## src/design/ucfc_defines.svh

```systemverilog
// Constants for one serial channel with FIFOs and flow control.
// Assumes a single 200 MHz clock and a byte-wide register port.
//
// Notes on behaviour
// - Mode comes from special and enhanced bits.
// - Enhanced bit clear ignores special bit five.
// - Byte mode holds one byte each way.
// - Basic FIFO mode holds sixteen bytes each.
// - Enhanced bit only gives 128-byte FIFOs.
// - Fully enhanced: 128 bytes plus extra features.
// - Oldest byte shifts out with framing bits.
// - Transmitter idles when shifter and FIFO empty.
// - Write to full transmit FIFO is overrun.
// - Received byte appended; full means overrun.
// - FIFO empty and full flags in status.
// - Interrupt when transmitter ready or data waiting.
// - Readable byte counters for both FIFOs.
// - XOFF stops sending after current character.
// - XON resumes sending at once.
// - Enhanced bits 1:0 receive, 3:2 transmit.
// - Clear-to-send asserted halts after current character.
// - Drop request-to-send at upper trigger level.
// - Raise request-to-send below lower trigger level.
// - Enhanced bits 7:6 enable handshake flow.
`ifndef UCFC_DEFINES_SVH
`define UCFC_DEFINES_SVH

// Register offsets
`define UCFC_OFF_DATA     4'h0
`define UCFC_OFF_IER      4'h1
`define UCFC_OFF_FCR      4'h2
`define UCFC_OFF_LCR      4'h3
`define UCFC_OFF_SFR      4'h4
`define UCFC_OFF_EFR      4'h5
`define UCFC_OFF_LSR      4'h6
`define UCFC_OFF_RXCNT    4'h7
`define UCFC_OFF_TXCNT    4'h8
`define UCFC_OFF_XON      4'h9
`define UCFC_OFF_XOFF     4'ha
`define UCFC_OFF_TRIG_HI  4'hb
`define UCFC_OFF_TRIG_LO  4'hc
`define UCFC_OFF_BAUD     4'hd

// Field positions
`define UCFC_SFR_ENH      5
`define UCFC_EFR_ENH      4
`define UCFC_EFR_RTS      6
`define UCFC_EFR_CTS      7
`define UCFC_FCR_EN       0
`define UCFC_FCR_RXCLR    1
`define UCFC_FCR_TXCLR    2
`define UCFC_LCR_2STOP    2
`define UCFC_LCR_PAREN    3
`define UCFC_LCR_PAREVEN  4
`define UCFC_IER_RX       0
`define UCFC_IER_TX       1

// Reset values
`define UCFC_RST_XON      8'h11
`define UCFC_RST_XOFF     8'h13
`define UCFC_RST_TRIG_HI  8'h60
`define UCFC_RST_TRIG_LO  8'h20
`define UCFC_RST_BAUD     8'h01
`define UCFC_RST_ZERO     8'h00

// FIFO capacities and storage
`define UCFC_CAP_BYTE     8'h01
`define UCFC_CAP_16       8'h10
`define UCFC_CAP_128      8'h80
`define UCFC_FIFO_AW      7

// Oversampling: sixteen baud ticks per bit
`define UCFC_OVS_MID      4'h7
`define UCFC_OVS_LAST     4'hf

`endif

```

## src/design/ucfc_pkg.sv

```systemverilog
// Types shared by the serial channel modules.
// Assumes ucfc_defines.svh supplies every number.
package ucfc_pkg;

  // Operating modes of the channel
  typedef enum logic [1:0] {
    UCFC_MODE_BYTE   = 2'b00,
    UCFC_MODE_FIFO16 = 2'b01,
    UCFC_MODE_ENH    = 2'b10,
    UCFC_MODE_FULL   = 2'b11
  } ucfc_mode_t;

  // Receiver states
  typedef enum logic [2:0] {
    UCFC_RX_IDLE  = 3'b000,
    UCFC_RX_START = 3'b001,
    UCFC_RX_DATA  = 3'b010,
    UCFC_RX_PAR   = 3'b011,
    UCFC_RX_STOP  = 3'b100
  } ucfc_rx_state_t;

endpackage

```

## src/design/ucfc_fifo_if.sv

```systemverilog
// Carrier between the channel and one of its byte FIFOs.
// Assumes the owner drives requests and the store answers combinationally.
`timescale 1ns/1ps
`default_nettype none
interface ucfc_fifo_if;
  logic       push;
  logic [7:0] push_data;
  logic       pop;
  logic       flush;
  logic [7:0] cap;
  logic [7:0] pop_data;
  logic [7:0] count;
  logic       full;
  logic       empty;

  modport owner (output push, push_data, pop, flush, cap,
                 input  pop_data, count, full, empty);
  modport store (input  push, push_data, pop, flush, cap,
                 output pop_data, count, full, empty);
endinterface
`default_nettype wire

```

## src/design/ucfc_channel.sv

```systemverilog
// One serial channel: registers, mode select, FIFOs, receiver, flow control.
// Assumes a byte register port with read data one cycle after the strobe,
// and serial pins synchronous to i_clk.
//
// The register offsets and the strobed register port were left to the implementer.
`include "ucfc_defines.svh"
`timescale 1ns/1ps
`default_nettype none
module ucfc_channel
  import ucfc_pkg::*;
(
  input  wire logic       i_clk,
  input  wire logic       i_reset,
  input  wire logic [3:0] i_addr,
  input  wire logic [7:0] i_wdata,
  input  wire logic       i_wr,
  input  wire logic       i_rd,
  output logic      [7:0] o_rdata,
  input  wire logic       i_rxd,
  output logic            o_txd,
  input  wire logic       i_cts_n,
  output logic            o_rts_n,
  output logic            o_irq
);

  ////////////////////////////////////////////////////////////////////////////
  // Decoding helpers

  // Mode from the special and enhanced bits plus the FIFO enable
  function automatic ucfc_mode_t mode_of(input logic [7:0] special_function_reg, input logic [7:0] enhanced_function_reg,
                                         input logic fifo_en);
    if (!enhanced_function_reg[`UCFC_EFR_ENH]) begin
      mode_of = fifo_en ? UCFC_MODE_FIFO16 : UCFC_MODE_BYTE;
    end else begin
      mode_of = special_function_reg[`UCFC_SFR_ENH] ? UCFC_MODE_FULL : UCFC_MODE_ENH;
    end
  endfunction

  // Usable depth per mode
  function automatic logic [7:0] cap_of(input ucfc_mode_t m);
    unique case (m)
      UCFC_MODE_BYTE:   cap_of = `UCFC_CAP_BYTE;
      UCFC_MODE_FIFO16: cap_of = `UCFC_CAP_16;
      UCFC_MODE_ENH:    cap_of = `UCFC_CAP_128;
      UCFC_MODE_FULL:   cap_of = `UCFC_CAP_128;
    endcase
  endfunction

  // Register write decode, used by every configuration register
  function automatic logic wr_hit(input logic wr, input logic [3:0] a, input logic [3:0] off);
    wr_hit = wr && (a == off);
  endfunction

  ////////////////////////////////////////////////////////////////////////////
  // Registers written by software

  logic [7:0]     ier_q;
  logic [7:0]     lcr_q;
  logic [7:0]     special_function_reg_q;
  logic [7:0]     enhanced_function_reg_q;
  logic [7:0]     xon_char_q;
  logic [7:0]     xoff_char_q;
  logic [7:0]     trig_hi_q;
  logic [7:0]     trig_lo_q;
  logic [7:0]     baud_div_q;
  logic           fifo_en_q;
  logic           rx_flush;
  logic           tx_flush;
  ucfc_mode_t     mode;
  logic [7:0]     cap;

  // Plain read-write configuration
  always_ff @(posedge i_clk) begin
    if (i_reset) begin
      ier_q                   <= `UCFC_RST_ZERO;
      lcr_q                   <= `UCFC_RST_ZERO;
      special_function_reg_q  <= `UCFC_RST_ZERO;
      enhanced_function_reg_q <= `UCFC_RST_ZERO;
      xon_char_q              <= `UCFC_RST_XON;
      xoff_char_q             <= `UCFC_RST_XOFF;
      trig_hi_q               <= `UCFC_RST_TRIG_HI;
      trig_lo_q               <= `UCFC_RST_TRIG_LO;
      baud_div_q              <= `UCFC_RST_BAUD;
      fifo_en_q               <= 1'b0;
    end else begin
      if (wr_hit(i_wr, i_addr, `UCFC_OFF_IER)) ier_q <= i_wdata;
      if (wr_hit(i_wr, i_addr, `UCFC_OFF_LCR)) lcr_q <= i_wdata;
      if (wr_hit(i_wr, i_addr, `UCFC_OFF_SFR)) special_function_reg_q <= i_wdata;
      if (wr_hit(i_wr, i_addr, `UCFC_OFF_EFR)) enhanced_function_reg_q <= i_wdata;
      if (wr_hit(i_wr, i_addr, `UCFC_OFF_XON)) xon_char_q <= i_wdata;
      if (wr_hit(i_wr, i_addr, `UCFC_OFF_XOFF)) xoff_char_q <= i_wdata;
      if (wr_hit(i_wr, i_addr, `UCFC_OFF_TRIG_HI)) trig_hi_q <= i_wdata;
      if (wr_hit(i_wr, i_addr, `UCFC_OFF_TRIG_LO)) trig_lo_q <= i_wdata;
      if (wr_hit(i_wr, i_addr, `UCFC_OFF_BAUD)) baud_div_q <= i_wdata;
      if (wr_hit(i_wr, i_addr, `UCFC_OFF_FCR)) fifo_en_q <= i_wdata[`UCFC_FCR_EN];
    end
  end

  // FIFO clear bits act once and are not stored
  assign rx_flush = wr_hit(i_wr, i_addr, `UCFC_OFF_FCR) && i_wdata[`UCFC_FCR_RXCLR];
  assign tx_flush = wr_hit(i_wr, i_addr, `UCFC_OFF_FCR) && i_wdata[`UCFC_FCR_TXCLR];

  // Mode decode steers FIFO depth and which extras are live
  assign mode = mode_of(special_function_reg_q, enhanced_function_reg_q, fifo_en_q);
  assign cap  = cap_of(mode);

  ////////////////////////////////////////////////////////////////////////////
  // Baud enable: one pulse every baud_div+1 cycles, sixteen per bit

  logic [7:0] div_q;
  logic       tick;

  assign tick = (div_q == baud_div_q);

  always_ff @(posedge i_clk) begin
    if (i_reset || tick) begin
      div_q <= 8'h00;
    end else begin
      div_q <= div_q + 8'h01;
    end
  end

  ////////////////////////////////////////////////////////////////////////////
  // FIFOs

  ucfc_fifo_if rx_holding_fifo ();
  ucfc_fifo_if tx_holding_fifo ();

  ucfc_fifo u_rx_fifo (
    .i_clk   (i_clk),
    .i_reset (i_reset),
    .bus     (rx_holding_fifo)
  );

  ucfc_fifo u_tx_fifo (
    .i_clk   (i_clk),
    .i_reset (i_reset),
    .bus     (tx_holding_fifo)
  );

  logic [7:0] rx_fifo_level_count;
  logic [7:0] tx_fifo_level_count;
  logic       host_data_wr;
  logic       host_data_rd;
  logic       tx_pop;
  logic       rx_push;
  logic [7:0] rx_char_q;

  assign host_data_wr = wr_hit(i_wr, i_addr, `UCFC_OFF_DATA);
  assign host_data_rd = i_rd && (i_addr == `UCFC_OFF_DATA);

  // Host writes go to the tail; a write while full is dropped by the FIFO
  assign tx_holding_fifo.push      = host_data_wr;
  assign tx_holding_fifo.push_data = i_wdata;
  assign tx_holding_fifo.pop       = tx_pop;
  assign tx_holding_fifo.flush     = tx_flush;
  assign tx_holding_fifo.cap       = cap;

  // Reads of an empty receive FIFO pop nothing and return stale data
  assign rx_holding_fifo.push      = rx_push;
  assign rx_holding_fifo.push_data = rx_char_q;
  assign rx_holding_fifo.pop       = host_data_rd;
  assign rx_holding_fifo.flush     = rx_flush;
  assign rx_holding_fifo.cap       = cap;

  assign rx_fifo_level_count = rx_holding_fifo.count;
  assign tx_fifo_level_count = tx_holding_fifo.count;

  ////////////////////////////////////////////////////////////////////////////
  // Receiver: start found on a tick, bits sampled mid-cell

  ucfc_rx_state_t rx_state_q;
  logic [3:0]     rx_ovs_q;
  logic [2:0]     rx_bit_q;
  logic [7:0]     rx_sh_q;
  logic           rx_par_q;
  logic           rx_done_q;
  logic           rx_ferr_q;

  always_ff @(posedge i_clk) begin
    if (i_reset) begin
      rx_state_q <= UCFC_RX_IDLE;
      rx_ovs_q   <= 4'h0;
      rx_bit_q   <= 3'h0;
      rx_sh_q    <= 8'h00;
      rx_par_q   <= 1'b0;
      rx_done_q  <= 1'b0;
      rx_ferr_q  <= 1'b0;
      rx_char_q  <= 8'h00;
    end else begin
      rx_done_q <= 1'b0;
      rx_ferr_q <= 1'b0;
      if (tick) begin
        rx_ovs_q <= rx_ovs_q + 4'h1;
        unique case (rx_state_q)
          UCFC_RX_IDLE: begin
            rx_ovs_q <= 4'h0;
            if (!i_rxd) rx_state_q <= UCFC_RX_START;
          end
          UCFC_RX_START: begin
            // Half a bit in: a high line means a glitch, not a start
            if (rx_ovs_q == `UCFC_OVS_MID) begin
              rx_ovs_q   <= 4'h0;
              rx_bit_q   <= 3'h0;
              rx_state_q <= i_rxd ? UCFC_RX_IDLE : UCFC_RX_DATA;
            end
          end
          UCFC_RX_DATA: begin
            if (rx_ovs_q == `UCFC_OVS_LAST) begin
              rx_sh_q  <= {i_rxd, rx_sh_q[7:1]};
              rx_bit_q <= rx_bit_q + 3'h1;
              if (rx_bit_q == 3'h7) begin
                rx_state_q <= lcr_q[`UCFC_LCR_PAREN] ? UCFC_RX_PAR : UCFC_RX_STOP;
              end
            end
          end
          UCFC_RX_PAR: begin
            if (rx_ovs_q == `UCFC_OVS_LAST) begin
              rx_par_q   <= i_rxd;
              rx_state_q <= UCFC_RX_STOP;
            end
          end
          UCFC_RX_STOP: begin
            // Only a high stop bit delivers a character
            if (rx_ovs_q == `UCFC_OVS_LAST) begin
              rx_done_q  <= i_rxd;
              rx_ferr_q  <= !i_rxd;
              rx_char_q  <= rx_sh_q;
              rx_state_q <= UCFC_RX_IDLE;
            end
          end
          default: rx_state_q <= UCFC_RX_IDLE;
        endcase
      end
    end
  end

  ////////////////////////////////////////////////////////////////////////////
  // In-band flow control, live only in fully enhanced mode

  logic inb_tx_en;
  logic inb_rx_en;
  logic is_xon;
  logic is_xoff;
  logic xoff_seen_q;

  assign inb_tx_en = (mode == UCFC_MODE_FULL) && (enhanced_function_reg_q[3:2] != 2'b00);
  assign inb_rx_en = (mode == UCFC_MODE_FULL) && (enhanced_function_reg_q[1:0] != 2'b00);
  assign is_xon    = rx_done_q && inb_tx_en && (rx_char_q == xon_char_q);
  assign is_xoff   = rx_done_q && inb_tx_en && (rx_char_q == xoff_char_q);

  // Control characters steer the transmitter and are not stored
  assign rx_push = rx_done_q && !is_xon && !is_xoff;

  // XOFF holds the next start; XON releases it on the following cycle
  always_ff @(posedge i_clk) begin
    if (i_reset || !inb_tx_en) begin
      xoff_seen_q <= 1'b0;
    end else if (is_xoff) begin
      xoff_seen_q <= 1'b1;
    end else if (is_xon) begin
      xoff_seen_q <= 1'b0;
    end
  end

  // Local receive level drives XOFF/XON requests toward the remote end
  logic remote_held_q;
  logic pend_xoff_q;
  logic pend_xon_q;
  logic send_xoff;
  logic send_xon;

  always_ff @(posedge i_clk) begin
    if (i_reset || !inb_rx_en) begin
      remote_held_q <= 1'b0;
      pend_xoff_q   <= 1'b0;
      pend_xon_q    <= 1'b0;
    end else begin
      if (!remote_held_q && rx_fifo_level_count >= trig_hi_q) begin
        remote_held_q <= 1'b1;
        pend_xoff_q   <= 1'b1;
        pend_xon_q    <= 1'b0;
      end else if (remote_held_q && rx_fifo_level_count < trig_lo_q) begin
        remote_held_q <= 1'b0;
        pend_xon_q    <= 1'b1;
        pend_xoff_q   <= 1'b0;
      end else begin
        if (send_xoff) pend_xoff_q <= 1'b0;
        if (send_xon) pend_xon_q <= 1'b0;
      end
    end
  end

  ////////////////////////////////////////////////////////////////////////////
  // Transmit start selection

  logic       cts_hold;
  logic       tx_busy;
  logic       tx_start;
  logic [7:0] tx_byte;

  // Gating only the start lets the shifting character finish
  assign cts_hold  = enhanced_function_reg_q[`UCFC_EFR_CTS] && !i_cts_n;
  assign send_xoff = !cts_hold && !tx_busy && pend_xoff_q;
  assign send_xon  = !cts_hold && !tx_busy && !pend_xoff_q && pend_xon_q;
  assign tx_pop    = !cts_hold && !tx_busy && !pend_xoff_q && !pend_xon_q
                     && !xoff_seen_q && !tx_holding_fifo.empty;
  assign tx_start  = send_xoff || send_xon || tx_pop;
  assign tx_byte   = send_xoff ? xoff_char_q : (send_xon ? xon_char_q : tx_holding_fifo.pop_data);

  ucfc_serial_tx u_tx (
    .i_clk      (i_clk),
    .i_reset    (i_reset),
    .i_tick     (tick),
    .i_start    (tx_start),
    .i_data     (tx_byte),
    .i_par_en   (lcr_q[`UCFC_LCR_PAREN]),
    .i_par_even (lcr_q[`UCFC_LCR_PAREVEN]),
    .i_two_stop (lcr_q[`UCFC_LCR_2STOP]),
    .o_busy     (tx_busy),
    .o_txd      (o_txd)
  );

  ////////////////////////////////////////////////////////////////////////////
  // Request-to-send hysteresis

  logic rts_hold_q;

  always_ff @(posedge i_clk) begin
    if (i_reset) begin
      rts_hold_q <= 1'b0;
      o_rts_n    <= 1'b0;
    end else begin
      if (rx_fifo_level_count >= trig_hi_q) begin
        rts_hold_q <= 1'b1;
      end else if (rx_fifo_level_count < trig_lo_q) begin
        rts_hold_q <= 1'b0;
      end
      // Disabled handshake leaves the line asserted
      o_rts_n <= enhanced_function_reg_q[`UCFC_EFR_RTS] && rts_hold_q;
    end
  end

  ////////////////////////////////////////////////////////////////////////////
  // Line status: sticky flags clear on status read, a new event wins

  logic rx_ovr_q;
  logic tx_ovr_q;
  logic ferr_q;
  logic lsr_rd;
  logic tx_idle;
  logic [7:0] line_status_reg;

  assign lsr_rd  = i_rd && (i_addr == `UCFC_OFF_LSR);
  assign tx_idle = !tx_busy && tx_holding_fifo.empty;

  always_ff @(posedge i_clk) begin
    if (i_reset) begin
      rx_ovr_q <= 1'b0;
      tx_ovr_q <= 1'b0;
      ferr_q   <= 1'b0;
    end else begin
      rx_ovr_q <= (rx_push && rx_holding_fifo.full) || (rx_ovr_q && !lsr_rd);
      tx_ovr_q <= (host_data_wr && tx_holding_fifo.full) || (tx_ovr_q && !lsr_rd);
      ferr_q   <= rx_ferr_q || (ferr_q && !lsr_rd);
    end
  end

  assign line_status_reg = {ferr_q, tx_idle, tx_holding_fifo.empty, tx_holding_fifo.full,
                            tx_ovr_q, rx_holding_fifo.full, rx_ovr_q,
                            !rx_holding_fifo.empty};

  ////////////////////////////////////////////////////////////////////////////
  // Interrupt and read port

  // Level request: transmitter ready for data or receive data waiting
  always_ff @(posedge i_clk) begin
    if (i_reset) begin
      o_irq <= 1'b0;
    end else begin
      o_irq <= (ier_q[`UCFC_IER_TX] && tx_holding_fifo.empty)
               || (ier_q[`UCFC_IER_RX] && !rx_holding_fifo.empty);
    end
  end

  // Read data stands one cycle after the strobe; unmapped reads give zero
  always_ff @(posedge i_clk) begin
    if (i_reset || !i_rd) begin
      o_rdata <= 8'h00;
    end else begin
      unique case (i_addr)
        `UCFC_OFF_DATA:    o_rdata <= rx_holding_fifo.pop_data;
        `UCFC_OFF_IER:     o_rdata <= ier_q;
        `UCFC_OFF_FCR:     o_rdata <= {7'h00, fifo_en_q};
        `UCFC_OFF_LCR:     o_rdata <= lcr_q;
        `UCFC_OFF_SFR:     o_rdata <= special_function_reg_q;
        `UCFC_OFF_EFR:     o_rdata <= enhanced_function_reg_q;
        `UCFC_OFF_LSR:     o_rdata <= line_status_reg;
        `UCFC_OFF_RXCNT:   o_rdata <= rx_fifo_level_count;
        `UCFC_OFF_TXCNT:   o_rdata <= tx_fifo_level_count;
        `UCFC_OFF_XON:     o_rdata <= xon_char_q;
        `UCFC_OFF_XOFF:    o_rdata <= xoff_char_q;
        `UCFC_OFF_TRIG_HI: o_rdata <= trig_hi_q;
        `UCFC_OFF_TRIG_LO: o_rdata <= trig_lo_q;
        `UCFC_OFF_BAUD:    o_rdata <= baud_div_q;
        default:           o_rdata <= 8'h00;
      endcase
    end
  end

endmodule
`default_nettype wire

```

## src/design/ucfc_fifo.sv

```systemverilog
// Byte FIFO of 128 entries whose usable depth is set by cap.
// Assumes the owner never changes cap while bytes above it are held.
`include "ucfc_defines.svh"
`timescale 1ns/1ps
`default_nettype none
module ucfc_fifo (
  input wire logic     i_clk,
  input wire logic     i_reset,
  ucfc_fifo_if.store   bus
);
  logic [7:0]               mem_q [0:(1 << `UCFC_FIFO_AW) - 1];
  logic [`UCFC_FIFO_AW-1:0] wr_q;
  logic [`UCFC_FIFO_AW-1:0] rd_q;
  logic [7:0]               cnt_q;
  logic                     push_ok;
  logic                     pop_ok;

  // Full follows the mode's capacity, so byte mode holds one entry
  assign bus.full     = (cnt_q >= bus.cap);
  assign bus.empty    = (cnt_q == 8'h00);
  assign bus.count    = cnt_q;
  assign bus.pop_data = mem_q[rd_q];
  assign push_ok      = bus.push && !bus.full;
  assign pop_ok       = bus.pop && !bus.empty;

  // Storage has no reset; only pointers and count define contents
  always_ff @(posedge i_clk) begin
    if (push_ok) begin
      mem_q[wr_q] <= bus.push_data;
    end
  end

  // Pointers wrap naturally at the array size
  always_ff @(posedge i_clk) begin
    if (i_reset || bus.flush) begin
      wr_q  <= '0;
      rd_q  <= '0;
      cnt_q <= 8'h00;
    end else begin
      if (push_ok) wr_q <= wr_q + 1'b1;
      if (pop_ok) rd_q <= rd_q + 1'b1;
      cnt_q <= cnt_q + {7'h00, push_ok} - {7'h00, pop_ok};
    end
  end
endmodule
`default_nettype wire

```

## src/design/ucfc_serial_tx.sv

```systemverilog
// Transmit shifter: start bit, eight data bits, optional parity, stop bits.
// Assumes i_start only while o_busy is low; i_tick is the 16x baud enable.
`include "ucfc_defines.svh"
`timescale 1ns/1ps
`default_nettype none
module ucfc_serial_tx (
  input  wire logic       i_clk,
  input  wire logic       i_reset,
  input  wire logic       i_tick,
  input  wire logic       i_start,
  input  wire logic [7:0] i_data,
  input  wire logic       i_par_en,
  input  wire logic       i_par_even,
  input  wire logic       i_two_stop,
  output logic            o_busy,
  output logic            o_txd
);
  logic [11:0] sh_q;
  logic [3:0]  nbits_q;
  logic [3:0]  ovs_q;
  logic        par;

  assign par    = i_par_even ? ^i_data : ~^i_data;
  assign o_busy = (nbits_q != 4'h0);

  // Frame is loaded whole and shifted out LSB first
  always_ff @(posedge i_clk) begin
    if (i_reset) begin
      sh_q    <= 12'hfff;
      nbits_q <= 4'h0;
      ovs_q   <= 4'h0;
      o_txd   <= 1'b1;
    end else if (i_start && !o_busy) begin
      sh_q    <= i_par_en ? {2'b11, par, i_data, 1'b0} : {3'b111, i_data, 1'b0};
      nbits_q <= 4'ha + {3'h0, i_par_en} + {3'h0, i_two_stop};
      ovs_q   <= 4'h0;
    end else if (o_busy && i_tick) begin
      o_txd <= sh_q[0];
      ovs_q <= ovs_q + 4'h1;
      if (ovs_q == `UCFC_OVS_LAST) begin
        sh_q    <= {1'b1, sh_q[11:1]};
        nbits_q <= nbits_q - 4'h1;
      end
    end else if (!o_busy) begin
      o_txd <= 1'b1;
    end
  end
endmodule
`default_nettype wire

```

## config.mk

```make
export PLATFORM = sky130hd
export DESIGN_NAME = ucfc_channel
export DESIGN_NICKNAME = d
export VERILOG_FILES = /design/src/design/ucfc_pkg.sv /design/src/design/ucfc_fifo_if.sv /design/src/design/ucfc_channel.sv /design/src/design/ucfc_fifo.sv /design/src/design/ucfc_serial_tx.sv
export VERILOG_INCLUDE_DIRS = /design/src /design/src/design
export SDC_FILE = /design/constraint.sdc
export NUM_CORES = 2
export LEC_CHECK = 0
export ABC_AREA = 1
export BUFFER_PORTS_ARGS = -buffer_cell sky130_fd_sc_hd__buf_2
export CAP_MARGIN = 10
export CORE_MARGIN = 8
export CORE_UTILIZATION = 50
export CTS_CLUSTER_DIAMETER = 80
export DETAILED_ROUTE_END_ITERATION = 8
export PLACE_DENSITY = 0.65
export SYNTH_ARGS = -nofsm -noshare
export SYNTH_HDL_FRONTEND = slang
export SYNTH_SLANG_ARGS = --single-unit
```

## constraint.sdc

```tcl
create_clock -name i_clk -period 5.3 [get_ports i_clk]
set_input_delay 0.53 -clock i_clk [delete_from_list [all_inputs] [get_ports i_clk]]
set_output_delay 0.53 -clock i_clk [all_outputs]
set_load 0.02 [all_outputs]
```

# After elaboration in Yosys (flattened, before gate mapping)
# Memories as Yosys holds them, arrays and structs flattened. A register that Yosys moved wholly into a read port is not among the register bits.
# Cells that the tools add are included.
[op_classes] reduce_logical=105 n_addsub=15 muxes=50 n_lt_le_gt_ge=4 eq_ne=34 n_bitwise=4
[ops] operator="8-bit one-hot mux with 14 select lines" count=1
[ops] operator="1-bit logical AND" count=47
[ops] operator="12-bit two-way mux" count=3
[ops] operator="4-bit equality test, second input constant" count=8
[ops] operator="7-bit by 1-bit adder with 7-bit output, second input constant" count=4
[ops] operator="7-bit two-way mux" count=4
[ops] operator="3-bit two-way mux" count=9
[ops] operator="8-bit equality test" count=3
[ops] operator="8-bit greater-or-equal comparator" count=3
[ops] operator="8-bit one-hot mux with 3 select lines" count=1
[ops] operator="4-bit by 3-bit equality test with 1-bit output, second input constant" count=5
[ops] operator="1-bit two-way mux" count=20
[ops] operator="1-bit zero test" count=18
[ops] operator="2-bit nonzero test" count=9
[ops] operator="8-bit by 1-bit adder with 8-bit output" count=2
[ops] operator="8-bit zero test" count=2
[ops] operator="4-bit two-way mux" count=4
[ops] operator="8-bit two-way mux" count=2
[ops] operator="8-bit by 1-bit subtractor with 8-bit output" count=2
[ops] operator="3-bit one-hot mux with 5 select lines" count=1
[ops] operator="2-bit != test, second input constant" count=7
[ops] operator="1-bit logical OR" count=12
[ops] operator="10-bit two-way mux" count=1
[ops] operator="4-bit by 1-bit adder with 4-bit output, second input constant" count=2
[ops] operator="30 further kinds" count=42
[word_totals] out_inout_bits=11 in_bits=18 register_bits=192 ram_bits=2048 mem_count=2 elab_cells=253
[memory_table] name="u_rx_fifo.mem_q" words=128 width=8 read_ports=1 rd_clocked_by_memory_dff=1 wr=1 line_no="ucfc_fifo.sv:11" source="logic [7:0] mem_q [0:(1 << `UCFC_FIFO_AW) - 1];"
[memory_table] name="u_tx_fifo.mem_q" words=128 width=8 read_ports=1 rd_clocked_by_memory_dff=1 wr=1 line_no="ucfc_fifo.sv:11"

# Logic depth before layout (Yosys ltp)
[depth] ltp_word=12 depth_mapped=27 depth_no_buf=24

# Hierarchy
# Synthesis repeated with hierarchy kept, for this count alone.
[hier_totals] cells_unflattened=8642 hier_area_um2=94715.8
[modules_own_cells] mod="ucfc_fifo (u_tx_fifo)" area_each_um2=43580.5 seq_area_each_um2=31330.0 n_inst=1 cells_each=3752
[modules_own_cells] mod="ucfc_fifo (u_rx_fifo)" area_each_um2=43496.7 seq_area_each_um2=31330.0 n_inst=1 cells_each=3747
[modules_own_cells] mod="ucfc_channel" area_each_um2=6527.5 seq_area_each_um2=2542.4 n_inst=1 cells_each=980
[modules_own_cells] mod="ucfc_serial_tx" area_each_um2=1111.1 seq_area_each_um2=380.4 n_inst=1 cells_each=163

# Worst setup path before layout
# OpenSTA, ideal clock, no wires.
[synth_timing] path_kind="register -> register" start="register rx_char_q[6]" end="register u_rx_fifo.cnt_q[6] (netlist: u_rx_fifo.bus.count[6])" arrival_ns=4.252 setup_time_ns=0.071 path_buffers=0 required_ns=5.229 stages_incl_launch_ff=16 path_slack_ns=0.977 synth_period_minus_slack_ns=4.323 cell_sequence="dfxtp_1 -> xor2_1 -> nor4_1 -> a31oi_1 -> nand3_1 -> inv_1 -> ha_1 -> fa_1 -> nand2_1 -> a21oi_1 -> nor2_1 -> nor2_1 -> nor2_1 -> o21bai_1 -> or2_2 -> a21oi_1"
[synth_via] elab_chain_cells=8 word_cells_on_any_way=11 classes_between="2 x add/sub; 2 x eq/ne; 7 x reduce/logical"
[synth_rtl] element="start: declaration" line_no="ucfc_channel.sv:147" source="logic [7:0] rx_char_q;"
[synth_rtl] element="start signal: assignment" line_no="ucfc_channel.sv:228" source="rx_char_q <= rx_sh_q;"
[synth_rtl] element="8-bit equality test" line_no="ucfc_channel.sv:249" source="assign is_xon = rx_done_q && inb_tx_en && (rx_char_q == xon_char_q);"
[synth_rtl] element="1-bit logical AND" line_no="ucfc_channel.sv:249"
[synth_rtl] element="1-bit zero test" line_no="ucfc_channel.sv:253" source="assign rx_push = rx_done_q && !is_xon && !is_xoff;"
[synth_rtl] element="1-bit logical AND" line_no="ucfc_channel.sv:253"
[synth_rtl] element="1-bit logical AND (*)" line_no="ucfc_channel.sv:253"
[synth_rtl] element="1-bit logical AND (*)" line_no="ucfc_fifo.sv:23" source="assign push_ok = bus.push && !bus.full;"
[synth_rtl] element="8-bit by 1-bit adder with 8-bit output (*)" line_no="ucfc_fifo.sv:42" source="cnt_q <= cnt_q + {7'h00, push_ok} - {7'h00, pop_ok};"
[synth_rtl] element="8-bit by 1-bit subtractor with 8-bit output (*)" line_no="ucfc_fifo.sv:42"
[synth_rtl] element="end signal: assignment" line_no="ucfc_fifo.sv:42"
[synth_rtl] element="end: declaration" line_no="ucfc_fifo.sv:14" source="logic [7:0] cnt_q;"
# Every way passes the cells marked *; elsewhere a longest branch is shown, timed or not.
# A chain may end at the register's enable or synchronous reset.

# Worst setup path after layout
[layout_timing] start="register fifo_en_q" end="memory u_rx_fifo.mem_q[47][5], enable pin"
[layout_via] elab_chain_cells=12 word_cells_on_any_way=21 classes_between="1 x order compare; 3 x eq/ne; 5 x mux; 12 x reduce/logical"
[layout_rtl] element="start: declaration" line_no="ucfc_channel.sv:66" source="logic fifo_en_q;"
[layout_rtl] element="start signal: assignment" line_no="ucfc_channel.sv:95" source="if (wr_hit(i_wr, i_addr, `UCFC_OFF_FCR)) fifo_en_q <= i_wdata[`UCFC_FCR_EN];"
[layout_rtl] element="1-bit two-way mux (*)" line_no="ucfc_channel.sv:33" source="mode_of = fifo_en ? UCFC_MODE_FIFO16 : UCFC_MODE_BYTE;"
[layout_rtl] element="2-bit two-way mux (*)" line_no="ucfc_channel.sv:32" source="if (!enhanced_function_reg[`UCFC_EFR_ENH]) begin"
[layout_rtl] element="parallel branches: the longest is 7 deep, another holds 8-bit greater-or-equal comparator"
[layout_rtl] element="1-bit logical AND (*)" line_no="ucfc_fifo.sv:23"
[layout_rtl] element="1-bit two-way mux (*)" line_no="ucfc_fifo.sv:28" source="if (push_ok) begin"
[layout_rtl] element="1-bit two-way mux (implied by the code) (*)" line_no="ucfc_fifo.sv:29" source="mem_q[wr_q] <= bus.push_data;"
[layout_rtl] element="end: declaration" line_no="ucfc_fifo.sv:11"
# Every way passes the cells marked *. The select of a mux whose other input is x is not followed.

==> reports/qor.yml <==
outcome: "finished clean"
cts_tree: "yes"
crit_path_frequent_cell: "nor2_1"
viasPerCell: 5.89
synthesis.area_sq_um: 92300
port_buffers: 28
rsz0062_at_grt: "no"
path_delay_family: "simple AND/OR/NAND/NOR gates"
die_y_microns: 446
antenna_found_initial: 1
clk_pin_slew_ns: 0.06
hold_path_class: "input pin to flip-flop"
cp.required_ns: 5.77
wl_per_cell_microns: 23.2
drtIter0Drc: 7379
async_reset_ff_share_pct: 0
finalSetupTns_ns: 0
synth-seq-cells: 2252
largest_registers: "u_rx_fifo.mem_q x1024, u_tx_fifo.mem_q x1024, u_tx.sh_q x10"
slowest_delay_ns: 0.72
cts_max_level: 4
worstMarginPinSlew_ns: 1.13
fp.dieArea_sq_um: 199000
synthDistinctLibCells: 54
p_leak_nw: 34.3
clock_sinks: 2252
cts_buffers: 221
area_growth_pct: 10.2
row_count: 157
grt_remaining_overflow: 0
antenna_cells: 0
max_cap_violations: 0
layout_commonest_cell: "edfxtp_1"
core_area_sq_um: 183000
cts_setup_buffers: 0
grt_pass1_vias: 59200
worstPathMaxFanout: 13
endpoint_kind: "flip-flop"
ir_drop_v: 0.000411
netlist_instances: 8002
clk_root_buffer_cell: "clkbuf_16"
cp_slowest_cell: "nor2_1"
synth-edff-count: 2048
hpwl_mm: 144
seq_area_frac_synth_pct: 71.1
final_cell_mix: "edfxtp_1, nand2_1, nor2_1, nand3_1, o21ai_0"
powerDensity_nw_per_um2: 413
drtPass1Iterations: 6
fin_skew_ns: 0.0640
initial_core_util_pct: 50.3
synth.net_count: 8078
cts_buffer_depth: 3
yosysWarnings: 0
instances_no_fill: 10600
placed_cells: 10100
fin_nets: 7971
crit_arrival_ns: 4.92
relSlewSlack_pct: 24.9
timing.fmax_mhz: 225
path_cells: "nor2_1 -> ha_1 -> o31ai_1 -> nand2_1 -> a211oi_1 -> inv_1 -> a21oi_1 -> nand3_1 -> nor2_1 -> inv_1 -> nor2_1 -> inv_1 -> nor2_1"
synthFlopType: "edfxtp_1"
final-hold-violation-count: 0
num-fill-cells: 15100
synth_area_per_cell_sq_um: 11.5
grt_pass1_wl_mm: 368
wirelength_mm: 245
crit_buf_inv: 3
period_needed_ns: 4.45
drt_drc_violations_left: 0
globalplace.congestion: 0.922
clock_latency_ns: 0.89
fin_crit_sh_pct: 84.0
grt_max_degree: 199
drive_gt1_share_pct: 6.51
critPathKind: "flip-flop to flip-flop"
whs_ns: 0.0720
drtAntennaViolNets: 0
setup_viol: 0
io_pins: 29
grt_usage_pct: 23.9
die-width_microns: 446
num_vias: 62200
drv_slew: 0
start_kind: "flip-flop"
## cell usage after synthesis, types with 2 or more instances
cell type     n  area, sq um
nor3_1       26          130
buf_4        20          150
buf_1        18         67.6
fa_1          2         40.0
o22ai_1     283         1770
buf_6        40          450
or2_2        12         75.1
o211ai_1     25          188
o311ai_0      7         61.3
o21a_1        3         22.5
nor2_1     1019         3820
nand3_1     987         4940
nand2_1    1518         5700
dfxtp_1     204         4080
o21bai_1      6         45.0
a221oi_1     10         87.6
inv_1       231          867
o31ai_1       2         15.0
a21oi_2       2         17.5
o221ai_1     51          447
a41oi_1       6         52.6
nand4_1      10         62.6
nor2_2        4         25.0
a31oi_1       5         31.3
edfxtp_1   2048        61500
clkinv_1      4         15.0
and3_1        2         12.5
nand3b_1      2         15.0
a21oi_1     162          811
o21ai_0     747         3740
o2111ai_1     2         17.5
a21boi_0      2         15.0
ha_1         56          701
o21ai_1       7         35.0
nor3b_1       2         15.0
a2111oi_0     4         35.0
nor4_1        8         50.1
buf_2       156          781
nor4_2        2         25.0
xor2_1       24          210
inv_2         6         22.5
a211oi_1      7         52.6
clkbuf_1    259          972
## worst paths after layout
check | end | slack [ns] | startpoint | cells past startpoint
worst max-delay path | u_rx_fifo.mem_q[47][5] | 0.85 | fifo_en_q | 13
worst min-delay path | pend_xoff_q | 0.07 | i_cts_n | 4
worst max register to register | u_rx_fifo.mem_q[47][5] | 0.85 | fifo_en_q | 13
worst min register to register | rx_sh_q[0] | 0.45 | rx_sh_q[0] | 2
## tightest hold or removal path, cell delays in order
cell	delay [ns]
buf_2	0.10
o21ai_1	0.09
nand3_1	0.09
a21oi_1	0.05
## stage by stage
stage | util (%) | setup WS (ns) | power, W | area [sq um]
floorplan | - | 0.977 | 0.0249 | 92300
detailed placement | 51.5 | 0.936 | 0.0267 | 94400
CTS | 55.5 | 0.947 | 0.0421 | 102000
global placement | 51.5 | 0.944 | 0.0266 | 94400
global route | 55.5 | 0.549 | 0.0436 | 102000
finish | 55.5 | 0.846 | 0.0420 | 102000
## report_power, final
part           internal [W]  switching (W)  leakage [nW]
logic               0.00195        0.00489          11.0
registers            0.0193       0.000212          19.7
clock network       0.00882        0.00679          3.52
## timing repair
item,in CTS,in global routing
endpoints found under the hold margin,7,0
resized for setup,0,0
hold buffers,2,0
## layer usage
| metal | GRT usage, % | vias to the layer above | wire length (microns) |
|---|---|---|---|
| met1 | 33.7 | 30400 | 101000 |
| li1 | - | 28400 | - |
| met5 | 0 | - | 0 |
| met4 | 7.36 | 0 | 7380 |
| met3 | 5.30 | 458 | 23400 |
| met2 | 37.4 | 2913 | 113000 |
## area by class of cell
cell class	instances	area (sq um)	share of cell area, %
multi-input cells	5014	23300	23.0
repair buffers	164	1400	1.38
clock buffers	282	5850	5.75
inverters	242	953	0.938
well taps	2464	3080	3.03
flip-flops and latches	2252	65600	64.6
clock inverters	136	1410	1.38
## cells by family after synthesis
logic type / after synthesis / share of synthesized area [%]
flip-flops: 2252 / 71.1
AO/OA/AOI/OAI: 1337 / 8.12
AND/OR/NAND/NOR: 3594 / 16.1
adder cells (fa/ha/maj): 58 / 0.803
XOR/XNOR: 25 / 0.237
buffers and inverters: 736 / 3.63
Power figures use the tool's default switching activity.
